### src/bsdr_pkg.sv
// Shared constants for the boundary-scan test data registers
`default_nettype none
package bsdr_pkg;
    // Register widths
    localparam int CHAIN_W = 40;
    localparam int CTRL_W  = 11;
    localparam int INSTR_W = 8;
    localparam int PINS_W  = 8;

    // Boundary cell chain bit map
    localparam int CH_B_DRV   = 39;
    localparam int CH_A_DRV   = 38;
    localparam int CH_CTRL_LO = 32;
    localparam int CH_AI_LO   = 24;
    localparam int CH_AO_LO   = 16;
    localparam int CH_BI_LO   = 8;
    localparam int CH_BO_LO   = 0;
    localparam int CTRL_PINS  = 6;

    // Run-test control layout
    localparam int RTC_MASK_LO = 3;
    localparam int RTC_OP_LO   = 0;
    localparam int RTC_OP_W    = 3;

    // Reset and capture values
    localparam logic [CHAIN_W-1:0] CHAIN_RST   = 40'h00_0000_0000;
    localparam logic [CTRL_W-1:0]  CTRL_RST    = 11'h002;
    localparam logic [INSTR_W-1:0] INSTR_RST   = 8'hff;
    localparam logic [INSTR_W-1:0] INSTR_CAPT  = 8'h81;

    // Instruction opcodes
    localparam logic [INSTR_W-1:0] OP_EXTEST    = 8'h00;
    localparam logic [INSTR_W-1:0] OP_INTEST    = 8'h03;
    localparam logic [INSTR_W-1:0] OP_SAMPLE    = 8'h82;
    localparam logic [INSTR_W-1:0] OP_HIGHZ     = 8'h06;
    localparam logic [INSTR_W-1:0] OP_CLAMP     = 8'h87;
    localparam logic [INSTR_W-1:0] OP_RUN_BT    = 8'h09;
    localparam logic [INSTR_W-1:0] OP_READ_NRM  = 8'h0a;
    localparam logic [INSTR_W-1:0] OP_READ_TST  = 8'h8b;
    localparam logic [INSTR_W-1:0] OP_SELFCHK   = 8'h0c;
    localparam logic [INSTR_W-1:0] OP_TOGGLE    = 8'h8d;
    localparam logic [INSTR_W-1:0] OP_CTRL_NRM  = 8'h8e;
    localparam logic [INSTR_W-1:0] OP_CTRL_TST  = 8'h0f;

    // Run-test operation codes (low two bits unless all three op bits high)
    localparam logic [1:0] RT_TOGGLE = 2'h0;
    localparam logic [1:0] RT_PRPG   = 2'h1;
    localparam logic [1:0] RT_PSA    = 2'h2;

    typedef enum logic [1:0] {
        BSDR_SEL_BYPASS = 2'h0,
        BSDR_SEL_CHAIN  = 2'h1,
        BSDR_SEL_CTRL   = 2'h3
    } bsdr_sel_e;

    typedef enum logic [1:0] {
        BSDR_MODE_NORMAL = 2'h0,
        BSDR_MODE_TEST   = 2'h1,
        BSDR_MODE_HIGHZ  = 2'h3
    } bsdr_mode_e;

    typedef enum logic [1:0] {
        BSDR_CAP_NONE = 2'h0,
        BSDR_CAP_EXT  = 2'h1,
        BSDR_CAP_INV  = 2'h3
    } bsdr_cap_e;
endpackage
`default_nettype wire

### src/bsdr_scan_reg.sv
// Shift stage with shadow latch, used for the instruction, chain and control registers
`timescale 1ns/1ps
`default_nettype none
module bsdr_scan_reg #(
    parameter int           W      = 8,
    parameter logic [W-1:0] SH_RST = '0,
    parameter logic [W-1:0] UP_RST = '0
) (
    input  wire logic         mclk_i,
    input  wire logic         rst_i,
    input  wire logic         clear_i,
    input  wire logic         load_i,
    input  wire logic [W-1:0] load_data_i,
    input  wire logic         shift_i,
    input  wire logic         sin_i,
    input  wire logic         update_i,
    output logic      [W-1:0] shift_q_o,
    output logic      [W-1:0] shadow_q_o
);
    // A one-bit shift cannot keep the {sin, q[W-1:1]} form
    if (W < 2) begin : g_bad_width
        $error("bsdr_scan_reg needs W of at least 2");
    end

    logic [W-1:0] shift_reg;
    logic [W-1:0] shift_next;
    logic [W-1:0] shadow_reg;
    logic [W-1:0] shadow_next;

    // Clear beats load, load beats shift; shift enters at the top bit
    always_comb begin
        shift_next  = shift_reg;
        shadow_next = shadow_reg;
        if (clear_i) begin
            shift_next  = SH_RST;
            shadow_next = UP_RST;
        end else begin
            if (load_i) begin
                shift_next = load_data_i;
            end else if (shift_i) begin
                shift_next = {sin_i, shift_reg[W-1:1]};
            end
            if (update_i) begin
                shadow_next = shift_reg;
            end
        end
    end

    // Storage only
    always_ff @(posedge mclk_i) begin
        if (rst_i) begin
            shift_reg  <= SH_RST;
            shadow_reg <= UP_RST;
        end else begin
            shift_reg  <= shift_next;
            shadow_reg <= shadow_next;
        end
    end

    assign shift_q_o  = shift_reg;
    assign shadow_q_o = shadow_reg;
endmodule
`default_nettype wire

### src/bsdr_top.sv
// Boundary-scan data registers, instruction decode and pin/core muxing
`timescale 1ns/1ps
`default_nettype none
module bsdr_top #(
    parameter int PINS = bsdr_pkg::PINS_W
) (
    input  wire logic            mclk_i,
    input  wire logic            rst_i,
    input  wire logic            tck_rise_i,
    input  wire logic            tck_fall_i,
    input  wire logic            tlr_i,
    input  wire logic            rti_i,
    input  wire logic            cap_dr_i,
    input  wire logic            sh_dr_i,
    input  wire logic            upd_dr_i,
    input  wire logic            cap_ir_i,
    input  wire logic            sh_ir_i,
    input  wire logic            upd_ir_i,
    input  wire logic            tdi_i,
    output logic                 tdo_o,
    output logic                 tdo_oe_o,
    input  wire logic            ab_output_enable_n_i,
    input  wire logic            ba_output_enable_n_i,
    input  wire logic            ab_latch_enable_n_i,
    input  wire logic            ba_latch_enable_n_i,
    input  wire logic            ab_chip_enable_n_i,
    input  wire logic            ba_chip_enable_n_i,
    input  wire logic [PINS-1:0] a_pin_i,
    output logic      [PINS-1:0] a_pin_o,
    output logic      [PINS-1:0] a_pin_oe_o,
    input  wire logic [PINS-1:0] b_pin_i,
    output logic      [PINS-1:0] b_pin_o,
    output logic      [PINS-1:0] b_pin_oe_o,
    input  wire logic [PINS-1:0] core_a_out_i,
    input  wire logic [PINS-1:0] core_b_out_i,
    output logic      [PINS-1:0] core_a_o,
    output logic      [PINS-1:0] core_b_o,
    output logic      [5:0]      core_ctrl_o
);
    // The chain bit map is fixed at eight data pins per side
    if (PINS != bsdr_pkg::PINS_W) begin : g_bad_pins
        $error("bsdr_top supports only eight pins per side");
    end

    localparam int CW = bsdr_pkg::CHAIN_W;
    localparam int RW = bsdr_pkg::CTRL_W;
    localparam int IW = bsdr_pkg::INSTR_W;

    logic [CW-1:0] chain_sh, chain_q, chain_load;
    logic [RW-1:0] ctrl_sh, ctrl_q;
    logic [IW-1:0] instr_sh, instr_q;
    logic          chain_ld, chain_up, byp_reg, byp_next;
    logic          tdo_reg, tdo_next, tdo_oe_reg, tdo_oe_next;
    bsdr_pkg::bsdr_sel_e  sel;
    bsdr_pkg::bsdr_mode_e mode;
    bsdr_pkg::bsdr_cap_e  cap_kind;
    logic          run_bt, toggle_only;
    logic          oea_eq, oeb_eq, ab_flow, one_dir, run_act;
    logic [PINS-1:0] in_cells, out_cells, in_pins, in_mask, in_next, out_next;
    logic [1:0]      rt_op;
    logic [PINS-1:0] a_pin_next, a_oe_next, b_pin_next, b_oe_next, core_a_next, core_b_next;
    logic [5:0]      core_ctrl_next;
    logic [PINS-1:0] a_pin_reg, a_oe_reg, b_pin_reg, b_oe_reg, core_a_reg, core_b_reg;
    logic [5:0]      core_ctrl_reg;
    logic [5:0]      ctrl_pins;

    bsdr_scan_reg #(.W(IW), .SH_RST(bsdr_pkg::INSTR_RST), .UP_RST(bsdr_pkg::INSTR_RST)) u_instr (
        .mclk_i      (mclk_i),
        .rst_i       (rst_i),
        .clear_i     (tlr_i),
        .load_i      (tck_rise_i & cap_ir_i),
        .load_data_i (bsdr_pkg::INSTR_CAPT),
        .shift_i     (tck_rise_i & sh_ir_i),
        .sin_i       (tdi_i),
        .update_i    (tck_fall_i & upd_ir_i),
        .shift_q_o   (instr_sh),
        .shadow_q_o  (instr_q)
    );

    // opcodes are taken whole; parity lives in the table itself
    always_comb begin
        sel         = bsdr_pkg::BSDR_SEL_BYPASS;
        mode        = bsdr_pkg::BSDR_MODE_NORMAL;
        cap_kind    = bsdr_pkg::BSDR_CAP_NONE;
        run_bt      = 1'b0;
        toggle_only = 1'b0;
        case (instr_q)
            bsdr_pkg::OP_EXTEST, bsdr_pkg::OP_INTEST: begin
                sel      = bsdr_pkg::BSDR_SEL_CHAIN;
                mode     = bsdr_pkg::BSDR_MODE_TEST;
                cap_kind = bsdr_pkg::BSDR_CAP_EXT;
            end
            bsdr_pkg::OP_SAMPLE: begin
                sel      = bsdr_pkg::BSDR_SEL_CHAIN;
                cap_kind = bsdr_pkg::BSDR_CAP_EXT;
            end
            bsdr_pkg::OP_HIGHZ:    mode = bsdr_pkg::BSDR_MODE_HIGHZ;
            bsdr_pkg::OP_CLAMP:    mode = bsdr_pkg::BSDR_MODE_TEST;
            bsdr_pkg::OP_RUN_BT: begin
                mode   = bsdr_pkg::BSDR_MODE_TEST;
                run_bt = 1'b1;
            end
            bsdr_pkg::OP_READ_NRM: sel = bsdr_pkg::BSDR_SEL_CHAIN;
            bsdr_pkg::OP_READ_TST: begin
                sel  = bsdr_pkg::BSDR_SEL_CHAIN;
                mode = bsdr_pkg::BSDR_MODE_TEST;
            end
            bsdr_pkg::OP_SELFCHK: begin
                sel      = bsdr_pkg::BSDR_SEL_CHAIN;
                cap_kind = bsdr_pkg::BSDR_CAP_INV;
            end
            bsdr_pkg::OP_TOGGLE: begin
                mode        = bsdr_pkg::BSDR_MODE_TEST;
                toggle_only = 1'b1;
            end
            bsdr_pkg::OP_CTRL_NRM: sel = bsdr_pkg::BSDR_SEL_CTRL;
            bsdr_pkg::OP_CTRL_TST: begin
                sel  = bsdr_pkg::BSDR_SEL_CTRL;
                mode = bsdr_pkg::BSDR_MODE_TEST;
            end
            default: begin
                sel  = bsdr_pkg::BSDR_SEL_BYPASS;
                mode = bsdr_pkg::BSDR_MODE_NORMAL;
            end
        endcase
    end

    // decoded drive enables, as the equation is written
    assign oea_eq    = ~ba_output_enable_n_i | ~ba_chip_enable_n_i;
    assign oeb_eq    = ~ab_output_enable_n_i | ~ab_chip_enable_n_i;
    assign ctrl_pins = {ab_output_enable_n_i, ba_output_enable_n_i, ab_latch_enable_n_i,
                        ba_latch_enable_n_i, ab_chip_enable_n_i, ba_chip_enable_n_i};

    // Direction from the drive-enable cells; both or neither means no run
    assign ab_flow   = ~chain_q[bsdr_pkg::CH_A_DRV] & chain_q[bsdr_pkg::CH_B_DRV];
    assign one_dir   = chain_q[bsdr_pkg::CH_A_DRV] ^ chain_q[bsdr_pkg::CH_B_DRV];
    assign rt_op     = ctrl_q[bsdr_pkg::RTC_OP_LO +: 2];
    assign in_mask   = ctrl_q[bsdr_pkg::RTC_MASK_LO +: PINS];
    assign in_cells  = ab_flow ? chain_sh[bsdr_pkg::CH_AI_LO +: PINS] : chain_sh[bsdr_pkg::CH_BI_LO +: PINS];
    assign out_cells = ab_flow ? chain_sh[bsdr_pkg::CH_BO_LO +: PINS] : chain_sh[bsdr_pkg::CH_AO_LO +: PINS];
    assign in_pins   = ab_flow ? a_pin_i : b_pin_i;
    // control settings only count under run boundary test
    assign run_act   = rti_i & one_dir & (run_bt | toggle_only);

    // Simplified run-test steps: sample/toggle, 8-bit pattern, masked signature, count
    always_comb begin
        in_next  = in_cells;
        out_next = out_cells;
        if (toggle_only) begin
            out_next = ~out_cells;
        end else if (ctrl_q[bsdr_pkg::RTC_OP_LO +: bsdr_pkg::RTC_OP_W] == 3'h7) begin
            out_next = out_cells + 8'h01;
            in_next  = {in_cells[6:0], in_cells[7]} ^ (in_pins & ~in_mask);
        end else if (rt_op == bsdr_pkg::RT_TOGGLE) begin
            out_next = ~out_cells;
            in_next  = in_pins;
        end else begin
            // mask bits 10..3 gate pins 8..1 out of the signature
            if (rt_op != bsdr_pkg::RT_PRPG) begin
                in_next = {in_cells[6:0], in_cells[7]} ^ (in_pins & ~in_mask);
            end
            if (rt_op != bsdr_pkg::RT_PSA) begin
                out_next = {out_cells[6:0], out_cells[7] ^ out_cells[5] ^ out_cells[4] ^ out_cells[3]};
            end
        end
    end

    // chain load source: capture or run-test step
    always_comb begin
        chain_load = chain_sh;
        chain_ld   = 1'b0;
        if (tck_rise_i & cap_dr_i & (sel == bsdr_pkg::BSDR_SEL_CHAIN)) begin
            if (cap_kind == bsdr_pkg::BSDR_CAP_EXT) begin
                // inputs from pins, outputs from core
                chain_load = {oeb_eq, oea_eq, ctrl_pins, a_pin_i, core_a_out_i, b_pin_i, core_b_out_i};
                chain_ld   = 1'b1;
            end else if (cap_kind == bsdr_pkg::BSDR_CAP_INV) begin
                chain_load = ~chain_q;
                chain_ld   = 1'b1;
            end
        end else if (tck_rise_i & run_act) begin
            chain_ld = 1'b1;
            if (ab_flow) begin
                chain_load[bsdr_pkg::CH_AI_LO +: PINS] = in_next;
                chain_load[bsdr_pkg::CH_BO_LO +: PINS] = out_next;
            end else begin
                chain_load[bsdr_pkg::CH_BI_LO +: PINS] = in_next;
                chain_load[bsdr_pkg::CH_AO_LO +: PINS] = out_next;
            end
        end
    end
    assign chain_up = tck_fall_i & ((upd_dr_i & (sel == bsdr_pkg::BSDR_SEL_CHAIN)) | run_act);

    bsdr_scan_reg #(.W(CW), .SH_RST(bsdr_pkg::CHAIN_RST), .UP_RST(bsdr_pkg::CHAIN_RST)) u_chain (
        .mclk_i      (mclk_i),
        .rst_i       (rst_i),
        .clear_i     (tlr_i),
        .load_i      (chain_ld),
        .load_data_i (chain_load),
        .shift_i     (tck_rise_i & sh_dr_i & (sel == bsdr_pkg::BSDR_SEL_CHAIN)),
        .sin_i       (tdi_i),
        .update_i    (chain_up),
        .shift_q_o   (chain_sh),
        .shadow_q_o  (chain_q)
    );

    // control register never loads at capture
    bsdr_scan_reg #(.W(RW), .SH_RST(bsdr_pkg::CTRL_RST), .UP_RST(bsdr_pkg::CTRL_RST)) u_ctrl (
        .mclk_i      (mclk_i),
        .rst_i       (rst_i),
        .clear_i     (tlr_i),
        .load_i      (1'b0),
        .load_data_i (bsdr_pkg::CTRL_RST),
        .shift_i     (tck_rise_i & sh_dr_i & (sel == bsdr_pkg::BSDR_SEL_CTRL)),
        .sin_i       (tdi_i),
        .update_i    (tck_fall_i & upd_dr_i & (sel == bsdr_pkg::BSDR_SEL_CTRL)),
        .shift_q_o   (ctrl_sh),
        .shadow_q_o  (ctrl_q)
    );

    // bypass stage and TDO, which changes on the falling edge
    always_comb begin
        byp_next    = byp_reg;
        tdo_next    = tdo_reg;
        tdo_oe_next = tdo_oe_reg;
        if (tck_rise_i & (sel == bsdr_pkg::BSDR_SEL_BYPASS)) begin
            if (cap_dr_i) begin
                byp_next = 1'b0;
            end else if (sh_dr_i) begin
                byp_next = tdi_i;
            end
        end
        if (tck_fall_i) begin
            tdo_oe_next = sh_dr_i | sh_ir_i;
            if (sh_ir_i) begin
                tdo_next = instr_sh[0];
            end else if (sel == bsdr_pkg::BSDR_SEL_CHAIN) begin
                tdo_next = chain_sh[0];
            end else if (sel == bsdr_pkg::BSDR_SEL_CTRL) begin
                tdo_next = ctrl_sh[0];
            end else begin
                tdo_next = byp_reg;
            end
        end
    end

    // pin and core muxing by mode
    always_comb begin
        a_pin_next     = core_a_out_i;
        b_pin_next     = core_b_out_i;
        a_oe_next      = {PINS{oea_eq}};
        b_oe_next      = {PINS{oeb_eq}};
        core_a_next    = a_pin_i;
        core_b_next    = b_pin_i;
        core_ctrl_next = ctrl_pins;
        if (mode == bsdr_pkg::BSDR_MODE_TEST) begin
            a_pin_next     = chain_q[bsdr_pkg::CH_AO_LO +: PINS];
            b_pin_next     = chain_q[bsdr_pkg::CH_BO_LO +: PINS];
            a_oe_next      = {PINS{chain_q[bsdr_pkg::CH_A_DRV]}};
            b_oe_next      = {PINS{chain_q[bsdr_pkg::CH_B_DRV]}};
            core_a_next    = chain_q[bsdr_pkg::CH_AI_LO +: PINS];
            core_b_next    = chain_q[bsdr_pkg::CH_BI_LO +: PINS];
            core_ctrl_next = chain_q[bsdr_pkg::CH_CTRL_LO +: bsdr_pkg::CTRL_PINS];
        end else if (mode == bsdr_pkg::BSDR_MODE_HIGHZ) begin
            a_oe_next = '0;
            b_oe_next = '0;
        end
    end

    // Registered outputs; reset leaves pins released and normal path
    always_ff @(posedge mclk_i) begin
        if (rst_i) begin
            byp_reg       <= 1'b0;
            tdo_reg       <= 1'b0;
            tdo_oe_reg    <= 1'b0;
            a_pin_reg     <= '0;
            b_pin_reg     <= '0;
            a_oe_reg      <= '0;
            b_oe_reg      <= '0;
            core_a_reg    <= '0;
            core_b_reg    <= '0;
            core_ctrl_reg <= '0;
        end else begin
            byp_reg       <= byp_next;
            tdo_reg       <= tdo_next;
            tdo_oe_reg    <= tdo_oe_next;
            a_pin_reg     <= a_pin_next;
            b_pin_reg     <= b_pin_next;
            a_oe_reg      <= a_oe_next;
            b_oe_reg      <= b_oe_next;
            core_a_reg    <= core_a_next;
            core_b_reg    <= core_b_next;
            core_ctrl_reg <= core_ctrl_next;
        end
    end

    assign tdo_o       = tdo_reg;
    assign tdo_oe_o    = tdo_oe_reg;
    assign a_pin_o     = a_pin_reg;
    assign b_pin_o     = b_pin_reg;
    assign a_pin_oe_o  = a_oe_reg;
    assign b_pin_oe_o  = b_oe_reg;
    assign core_a_o    = core_a_reg;
    assign core_b_o    = core_b_reg;
    assign core_ctrl_o = core_ctrl_reg;

    property p_tlr_reset;
        @(posedge mclk_i) disable iff (rst_i) tlr_i |=> chain_q == '0 && ctrl_q == 11'h002 && instr_q == 8'hff;
    endproperty
    a_tlr_reset: assert property (p_tlr_reset) else $error("reset values wrong after test-logic-reset");
    property p_ir_capture;
        @(posedge mclk_i) disable iff (rst_i) (tck_rise_i && cap_ir_i && !tlr_i) |=> instr_sh == 8'h81;
    endproperty
    a_ir_capture: assert property (p_ir_capture) else $error("instruction capture value wrong");
    property p_ir_update;
        @(posedge mclk_i) disable iff (rst_i) (tck_fall_i && upd_ir_i && !tlr_i) |=> instr_q == $past(instr_sh);
    endproperty
    a_ir_update: assert property (p_ir_update) else $error("instruction not updated on falling edge");
    property p_byp_capture;
        @(posedge mclk_i) disable iff (rst_i)
            (tck_rise_i && cap_dr_i && sel == bsdr_pkg::BSDR_SEL_BYPASS) |=> !byp_reg;
    endproperty
    a_byp_capture: assert property (p_byp_capture) else $error("bypass did not capture zero");
    property p_ctrl_hold;
        @(posedge mclk_i) disable iff (rst_i)
            (cap_dr_i && !sh_dr_i && !tlr_i && sel == bsdr_pkg::BSDR_SEL_CTRL) |=> $stable(ctrl_sh);
    endproperty
    a_ctrl_hold: assert property (p_ctrl_hold) else $error("control register changed at capture");
    property p_chain_shift;
        @(posedge mclk_i) disable iff (rst_i)
            (tck_rise_i && sh_dr_i && !cap_dr_i && !tlr_i && sel == bsdr_pkg::BSDR_SEL_CHAIN)
            |=> chain_sh == {$past(tdi_i), $past(chain_sh[39:1])};
    endproperty
    a_chain_shift: assert property (p_chain_shift) else $error("chain shift order wrong");
    property p_oe_capture;
        @(posedge mclk_i) disable iff (rst_i)
            (tck_rise_i && cap_dr_i && !tlr_i && cap_kind == bsdr_pkg::BSDR_CAP_EXT
             && sel == bsdr_pkg::BSDR_SEL_CHAIN)
            |=> chain_sh[38] == $past(oea_eq) && chain_sh[39] == $past(oeb_eq);
    endproperty
    a_oe_capture: assert property (p_oe_capture) else $error("drive-enable cells captured wrong value");
    property p_test_pins;
        @(posedge mclk_i) disable iff (rst_i)
            (mode == bsdr_pkg::BSDR_MODE_TEST) |=> a_pin_o == $past(chain_q[23:16])
            && b_pin_oe_o == {8{$past(chain_q[39])}} && core_a_o == $past(chain_q[31:24]);
    endproperty
    a_test_pins: assert property (p_test_pins) else $error("test mode pins not from cells");
    property p_normal_pins;
        @(posedge mclk_i) disable iff (rst_i)
            (mode == bsdr_pkg::BSDR_MODE_NORMAL) |=> b_pin_o == $past(core_b_out_i) && core_b_o == $past(b_pin_i);
    endproperty
    a_normal_pins: assert property (p_normal_pins) else $error("normal path disturbed");
    property p_bypass_decode;
        @(posedge mclk_i) disable iff (rst_i)
            (instr_q == 8'h81 || instr_q == 8'hff) |-> sel == bsdr_pkg::BSDR_SEL_BYPASS
            && mode == bsdr_pkg::BSDR_MODE_NORMAL;
    endproperty
    a_bypass_decode: assert property (p_bypass_decode) else $error("bypass opcode decoded wrong");
endmodule
`default_nettype wire

### config.mk
export PLATFORM = sky130hd
export DESIGN_NAME = bsdr_top
export DESIGN_NICKNAME = d
export VERILOG_FILES = /design/src/bsdr_pkg.sv /design/src/bsdr_scan_reg.sv /design/src/bsdr_top.sv
export SDC_FILE = /design/constraint.sdc
export NUM_CORES = 1
export LEC_CHECK = 0
export BUFFER_PORTS_ARGS = -buffer_cell sky130_fd_sc_hd__buf_4
export CAP_MARGIN = 20
export CELL_PAD_IN_SITES_DETAIL_PLACEMENT = 1
export CELL_PAD_IN_SITES_GLOBAL_PLACEMENT = 2
export CORE_MARGIN = 2
export CORE_UTILIZATION = 37
export DETAILED_ROUTE_END_ITERATION = 12
export PLACE_DENSITY = 0.85
export SYNTH_ARGS = -nofsm -noshare
export SYNTH_HDL_FRONTEND = slang
export SYNTH_SLANG_ARGS = --single-unit
### constraint.sdc
create_clock -name mclk_i -period 6.5 [get_ports mclk_i]
set_clock_uncertainty 0.05 [all_clocks]
set_input_delay 1.625 -clock mclk_i [delete_from_list [all_inputs] [get_ports mclk_i]]
set_output_delay 1.625 -clock mclk_i [all_outputs]
set_load 0.1 [all_outputs]
## Word-level counts from Yosys, hierarchy flattened

Cells that the tools add are included.

| storage, ports and cells | value |
|---|---|
| input bits | 51 |
| register bits | 175 |
| output and inout bits | 56 |

| operators by class | value |
|---|---|
| equal/unequal tests | 26 |
| mux-type cells | 46 |
| reductions and logical operators | 16 |
| $add $sub $neg | 1 |
| bitwise operators | 36 |

Operator list:

| kind | number |
|---|---|
| 8-bit two-way mux | 22 |
| 40-bit two-way mux | 4 |
| 32-bit two-way mux | 2 |
| 8-bit == test, second input constant | 5 |
| 40-bit NOT | 1 |
| 8-bit by 4-bit == test with 1-bit output, second input constant | 4 |
| 1-bit bitwise AND | 17 |
| 16-bit two-way mux | 1 |
| 8-bit NOT | 2 |
| 7-bit two-way mux | 2 |
| 2-bit one-hot mux with 2 select lines | 3 |
| 1-bit two-way mux | 11 |
| 3-bit by 1-bit != test with 1-bit output, second input constant | 3 |
| 8-bit by 1-bit adder with 8-bit output, second input constant | 1 |
| 8-bit bitwise AND | 1 |
| 8-bit by 2-bit == test with 1-bit output, second input constant | 1 |
| 8-bit by 3-bit == test with 1-bit output, second input constant | 1 |
| 8-bit zero test | 1 |
| 4-bit AND reduction | 2 |
| 8-bit bitwise XOR | 1 |
| 7-bit OR reduction | 1 |
| 2-bit by 1-bit == test with 1-bit output, second input constant | 3 |
| 2-bit == test, second input constant | 3 |
| 6-bit two-way mux | 1 |
| 15 further kinds | 32 |

## Depth between registers and ports, before layout

| logic depth | value |
|---|---|
| depth in word-level cells | 14 |
| mapped depth | 12 |
| mapped depth without buffers | 11 |

## By module

Synthesis repeated with hierarchy kept, for this count alone.

| second synthesis, totals | value |
|---|---|
| cells, all modules | 1,088 |
| area total of the unflattened synthesis | 9,490.4 um^2 |

Modules (own cells, without submodules):

| module | cells an instance | area an instance (um^2) | sequential area each (um^2) | times used |
|---|---|---|---|---|
| bsdr_top | 631 | 4,539.4 | 860.8 | 1 |
| bsdr_scan_reg (u_chain) | 309 | 3,320.7 | 1,601.5 | 1 |
| bsdr_scan_reg (u_ctrl) | 86 | 958.4 | 440.4 | 1 |
| bsdr_scan_reg (u_instr) | 62 | 671.9 | 320.3 | 1 |

## Worst setup path before layout

OpenSTA, ideal clock, no wires.

| timing | value |
|---|---|
| kind | in2reg |
| start point | input tck_rise_i |
| end point | register u_chain.shift_reg[1] (netlist: u_chain.shift_q_o[1]) |
| path buffers | 3 |
| data required time | 6.376 ns |
| setup slack | 3.292 ns |
| cell stages on the path | 8 |
| setup time | 0.074 ns |
| arrival time | 3.084 ns |
| path through | clkbuf_1 > and3_1 > and2_1 > a211oi_2 > buf_2 > buf_2 > nand2_1 > a31oi_1 |

| between the ends | value |
|---|---|
| word-level cells in the longest chain between the ends | 5 |

Ends and longest elaborated chain:

| item | line | source |
|---|---|---|
| start: declaration | bsdr_top.sv:9 | `input wire logic tck_rise_i,` |
| 1-bit bitwise AND, on equally long branches | bsdr_top.sv:181, bsdr_top.sv:172 |  |
| 1-bit two-way mux / 1-bit bitwise AND (equally long branches) | bsdr_top.sv:181, bsdr_top.sv:172 |  |
| 1-bit two-way mux | bsdr_top.sv:172 | `if (tck_rise_i & cap_dr_i & (sel == bsdr_pkg::BSDR_SEL_CHAIN)) begin` |
| 4-bit by 2-bit != test with 1-bit output (no source line) (tied with other cells) | - |  |
| 4-bit AND reduction (no source line) | - |  |
| end signal: assignment | bsdr_scan_reg.sv:55 | `shift_reg <= shift_next;` |
| end: declaration | bsdr_scan_reg.sv:25 | `logic [W-1:0] shift_reg;` |

Several ways; a longest one is shown, not always the timed one.
A chain may end at the register's enable or synchronous reset.

## Worst setup path after layout

| timing | value |
|---|---|
| start point | input tck_rise_i |
| end point | register u_chain.shift_reg[11] (netlist: u_chain.shift_q_o[11]) |

| between the ends | value |
|---|---|
| word-level cells in the longest chain between the ends | 5 |

Ends and longest elaborated chain:

| item | line |
|---|---|
| 1-bit bitwise AND, on equally long branches | bsdr_top.sv:181, bsdr_top.sv:172 |
| 1-bit two-way mux / 1-bit bitwise AND (equally long branches) | bsdr_top.sv:181, bsdr_top.sv:172 |
| 1-bit two-way mux | bsdr_top.sv:172 |
| 4-bit by 2-bit != test with 1-bit output (no source line) (tied with other cells) | - |
| 4-bit AND reduction (no source line) | - |

Several ways; a longest one is shown, not always the timed one.

==> run summary <==
The run finished with clean final reports. By startpoint and endpoint, the worst setup path is classified as in -> reg. The max capacitance violation total is 0, and the remaining antenna violation count is 0. The total overflow left after global routing is 0. Buffers inserted to repair hold after CTS numbered 0. The number of hold violations in the final report was 0. The first detailed-routing pass took 5 iterations. Arrival time at the worst endpoint: 3.90 ns. Setup violations remaining at the end of the flow were counted as 0.

The logs give 0 for the count of synthesis-stage warnings from yosys and 9730 sq um for the cell area after layout. Adding up every negative setup slack in the final design gives 0 ns. Dividing total power by cell area gives a power density of 237 nW/um^2.

In this run the clock root is driven by a sky130_fd_sc_hd__clkbuf_16. The met2 demand-to-capacity share in global routing is 0.360. H-tree depth: 4. Most common flop cell mapped by yosys: sky130_fd_sc_hd__dfxtp_1. For the finished layout, the period the worst path requires is 3.64 ns. The floorplan step defined a die boundary enclosing 23700 sq um. Across the VDD grid, the largest voltage drop is 0.179 mV.

In the final design database the tool counted 1150 nets. The clock latency at the later pin of the worst-skew pair came out at 0.43 ns. By count the netlist is led by sky130_fd_sc_hd__nand2_1 (166), sky130_fd_sc_hd__dfxtp_1 (161), sky130_fd_sc_hd__a21oi_1 (111), sky130_fd_sc_hd__nor2_1 (106), sky130_fd_sc_hd__mux2i_1 (79). For the initial core utilization, the log shows 0.379. Registers take 3220 sq um. Routability-driven placement finished with a final weighted congestion of 0.836. Derived from the worst setup path, the maximum achievable clock frequency is 275 MHz. The post-synthesis cell type count was 60. Synthesis inferred 161 register bits. At the pin with the least slew margin, the transition time is 1.03 ns. The total number of clock tree sinks was 161.

Boundary pin count: 107. The number of remaining DRC errors was 0; the area overhead of the layout relative to synthesis was 16.8%. The number of gates resized after CTS was 0. In the routed layout, each cell is associated on average with a via count of 5.60. The total count of max-transition violations in the final report came out at 0. The met3 routing resource usage after global routing is 0.0411.

The headroom to the max-slew limit came out at 0.313. The run gives 3.44 nW as the leakage power. The post-synthesis area per instance is 7.92 sq um. The kind of end point of the critical path was a flip-flop. The worst setup path is launched from an input pin.

The summed instance area of the synthesized netlist is 8330 sq um. Setup repair after global routing left no endpoint under its margin. After global routing, the most crowded layer is met2. The post-route worst hold slack is 0.421 ns, and the clock input transition at the sequential cells of the worst setup and hold paths is 0.07 ns. Entering global routing, the biggest net connects 68 pins.

Summed over all instances, the cell type with the most area after synthesis is sky130_fd_sc_hd__dfxtp_1. In this run the post-CTS setup repair buffer count came out at 0. After detailed placement, the total cell area comes to 9150 sq um. The tools report the data required time of the critical path as 6.76 ns. The layout has 2673 filler cells. The worst hold path belongs to the class reg -> reg. The maximum fanout encountered on the critical timing path works out to 39. The met1 track demand over resource in global routing came out at 0.329. The die is 154 microns wide. For the number of global-route vias before repair, the log shows 7665. In the post-synthesis netlist, the cell with the most instances is sky130_fd_sc_hd__nand2_1. The run gives 1052 as the gate count of the mapped netlist.

The count of buffers from port buffering works out to 106. The portion of synthesized cell area occupied by the leading cell type came out at 0.387. The final critical-path share of the clock period was 0.560. Ranked by total cell area, the synthesized netlist is headed by sky130_fd_sc_hd__dfxtp_1 (39%), sky130_fd_sc_hd__mux2i_1 (9.5%), sky130_fd_sc_hd__nand2_1 (7.5%).

The number of antenna violations at the first check in global routing is 0, and the area occupied by multi-input gates is 4660 sq um. The share of cells above drive strength 1 is 0.167. The maximum clock insertion buffer count came out at 2. The number of nets handed over by synthesis was 1105. Wire length reported by the detailed router: 26900 microns. TritonCTS built the clock tree.

The floorplan has 54 rows. 0 antenna diodes ended up in the layout. The sequential element share of the synthesized area was 0.387.

After floorplanning, the core was sized to cover 22000 sq um. The total clock buffers created by CTS is 17. The post-detailed-placement half-perimeter wirelength was 18200 microns. Across all layers, the routed design uses 7781 vias. The detailed router finished its first iteration with 456 violations. The global router's overall resource usage is 0.230, and the routed wire length per instance is 19.3 microns.

The first global-routing pass estimated 43200 microns of wire. The die boundary height was 154 microns. Counting flops with a built-in enable in the synthesized netlist gives 0.

The share of the core filled with cells is 0.443. The share of flip-flops with an asynchronous set or reset is 0.
[area by class of cell]
cell class / instances / area share
repair buffers: 120 / 0.0926
multi-input cells: 791 / 0.478
clock inverters: 13 / 0.0130
well taps: 280 / 0.0360
clock buffers: 19 / 0.0465
flip-flops and latches: 161 / 0.331
inverters: 6 / 0.00231
[power breakdown]
| part | switching [mW] | total (mW) | internal, mW |
|---|---|---|---|
| combinational | 0.216 | 0.286 | 0.0701 |
| sequential | 0.0101 | 1.01 | 1.00 |
| clock | 0.454 | 1.01 | 0.555 |
[stage by stage]
stage / instances / total power [mW] / worst slack (ns)
2_1_floorplan: 1052 / 1.25 / 3.29
3_3_place_gp: 1358 / 1.32 / 2.51
3_5_place_dp: 1358 / 1.32 / 2.43
4_1_cts: 1390 / 2.33 / 2.86
5_1_grt: 1390 / 2.39 / 2.61
6_report: 1390 / 2.31 / 2.86
[metal layers]
metal	vias up	wire length, microns
met1	3779	13400
li1	3786	-
met2	193	11900
met3	23	1260
met4	0	341
met5	-	0
[final timing paths]
path / endpoint / depth (start not counted) / start / slack (ns)
hold / removal: u_ctrl.shadow_q_o[7] / 2 / u_ctrl.shift_q_o[7] / 0.42
setup reg to reg: u_chain.shift_q_o[11] / 7 / u_instr.shadow_q_o[0] / 3.01
setup / recovery: u_chain.shift_q_o[11] / 8 / tck_rise_i / 2.86
hold reg to reg: u_ctrl.shadow_q_o[7] / 2 / u_ctrl.shift_q_o[7] / 0.42
[kinds of logic after synthesis]
group,count (synthesis),share of synthesized area
AO/OA/AOI/OAI,283,0.204
AND/OR/NAND/NOR,391,0.211
XOR/XNOR,25,0.0272
flip-flops,161,0.387
multiplexers,90,0.110
buffers and inverters,100,0.0586
adder cells (fa/ha/maj),2,0.00300
[worst max-delay path: stages]
cell	delay [ns]
sky130_fd_sc_hd__buf_4	0.15
sky130_fd_sc_hd__and3_1	0.22
sky130_fd_sc_hd__and2_1	0.21
sky130_fd_sc_hd__a211oi_4	0.52
sky130_fd_sc_hd__buf_4	0.52
sky130_fd_sc_hd__a2111oi_0	0.14
sky130_fd_sc_hd__a2111oi_0	0.41
sky130_fd_sc_hd__nor2_1	0.08
[cell usage in the layout (no fill, tap or decap), drive strengths merged, types with 18 or more instances in the layout]
master  count
clkbuf     19
nor2b      20
a211oi     19
buf       120
nor2      107
a21oi     113
a31oi      18
nand3      35
nand2     166
o21ai      69
xnor2      18
nor3       20
dfxtp     161
mux2i      79
Note: power is estimated with default switching activity, not from simulation.
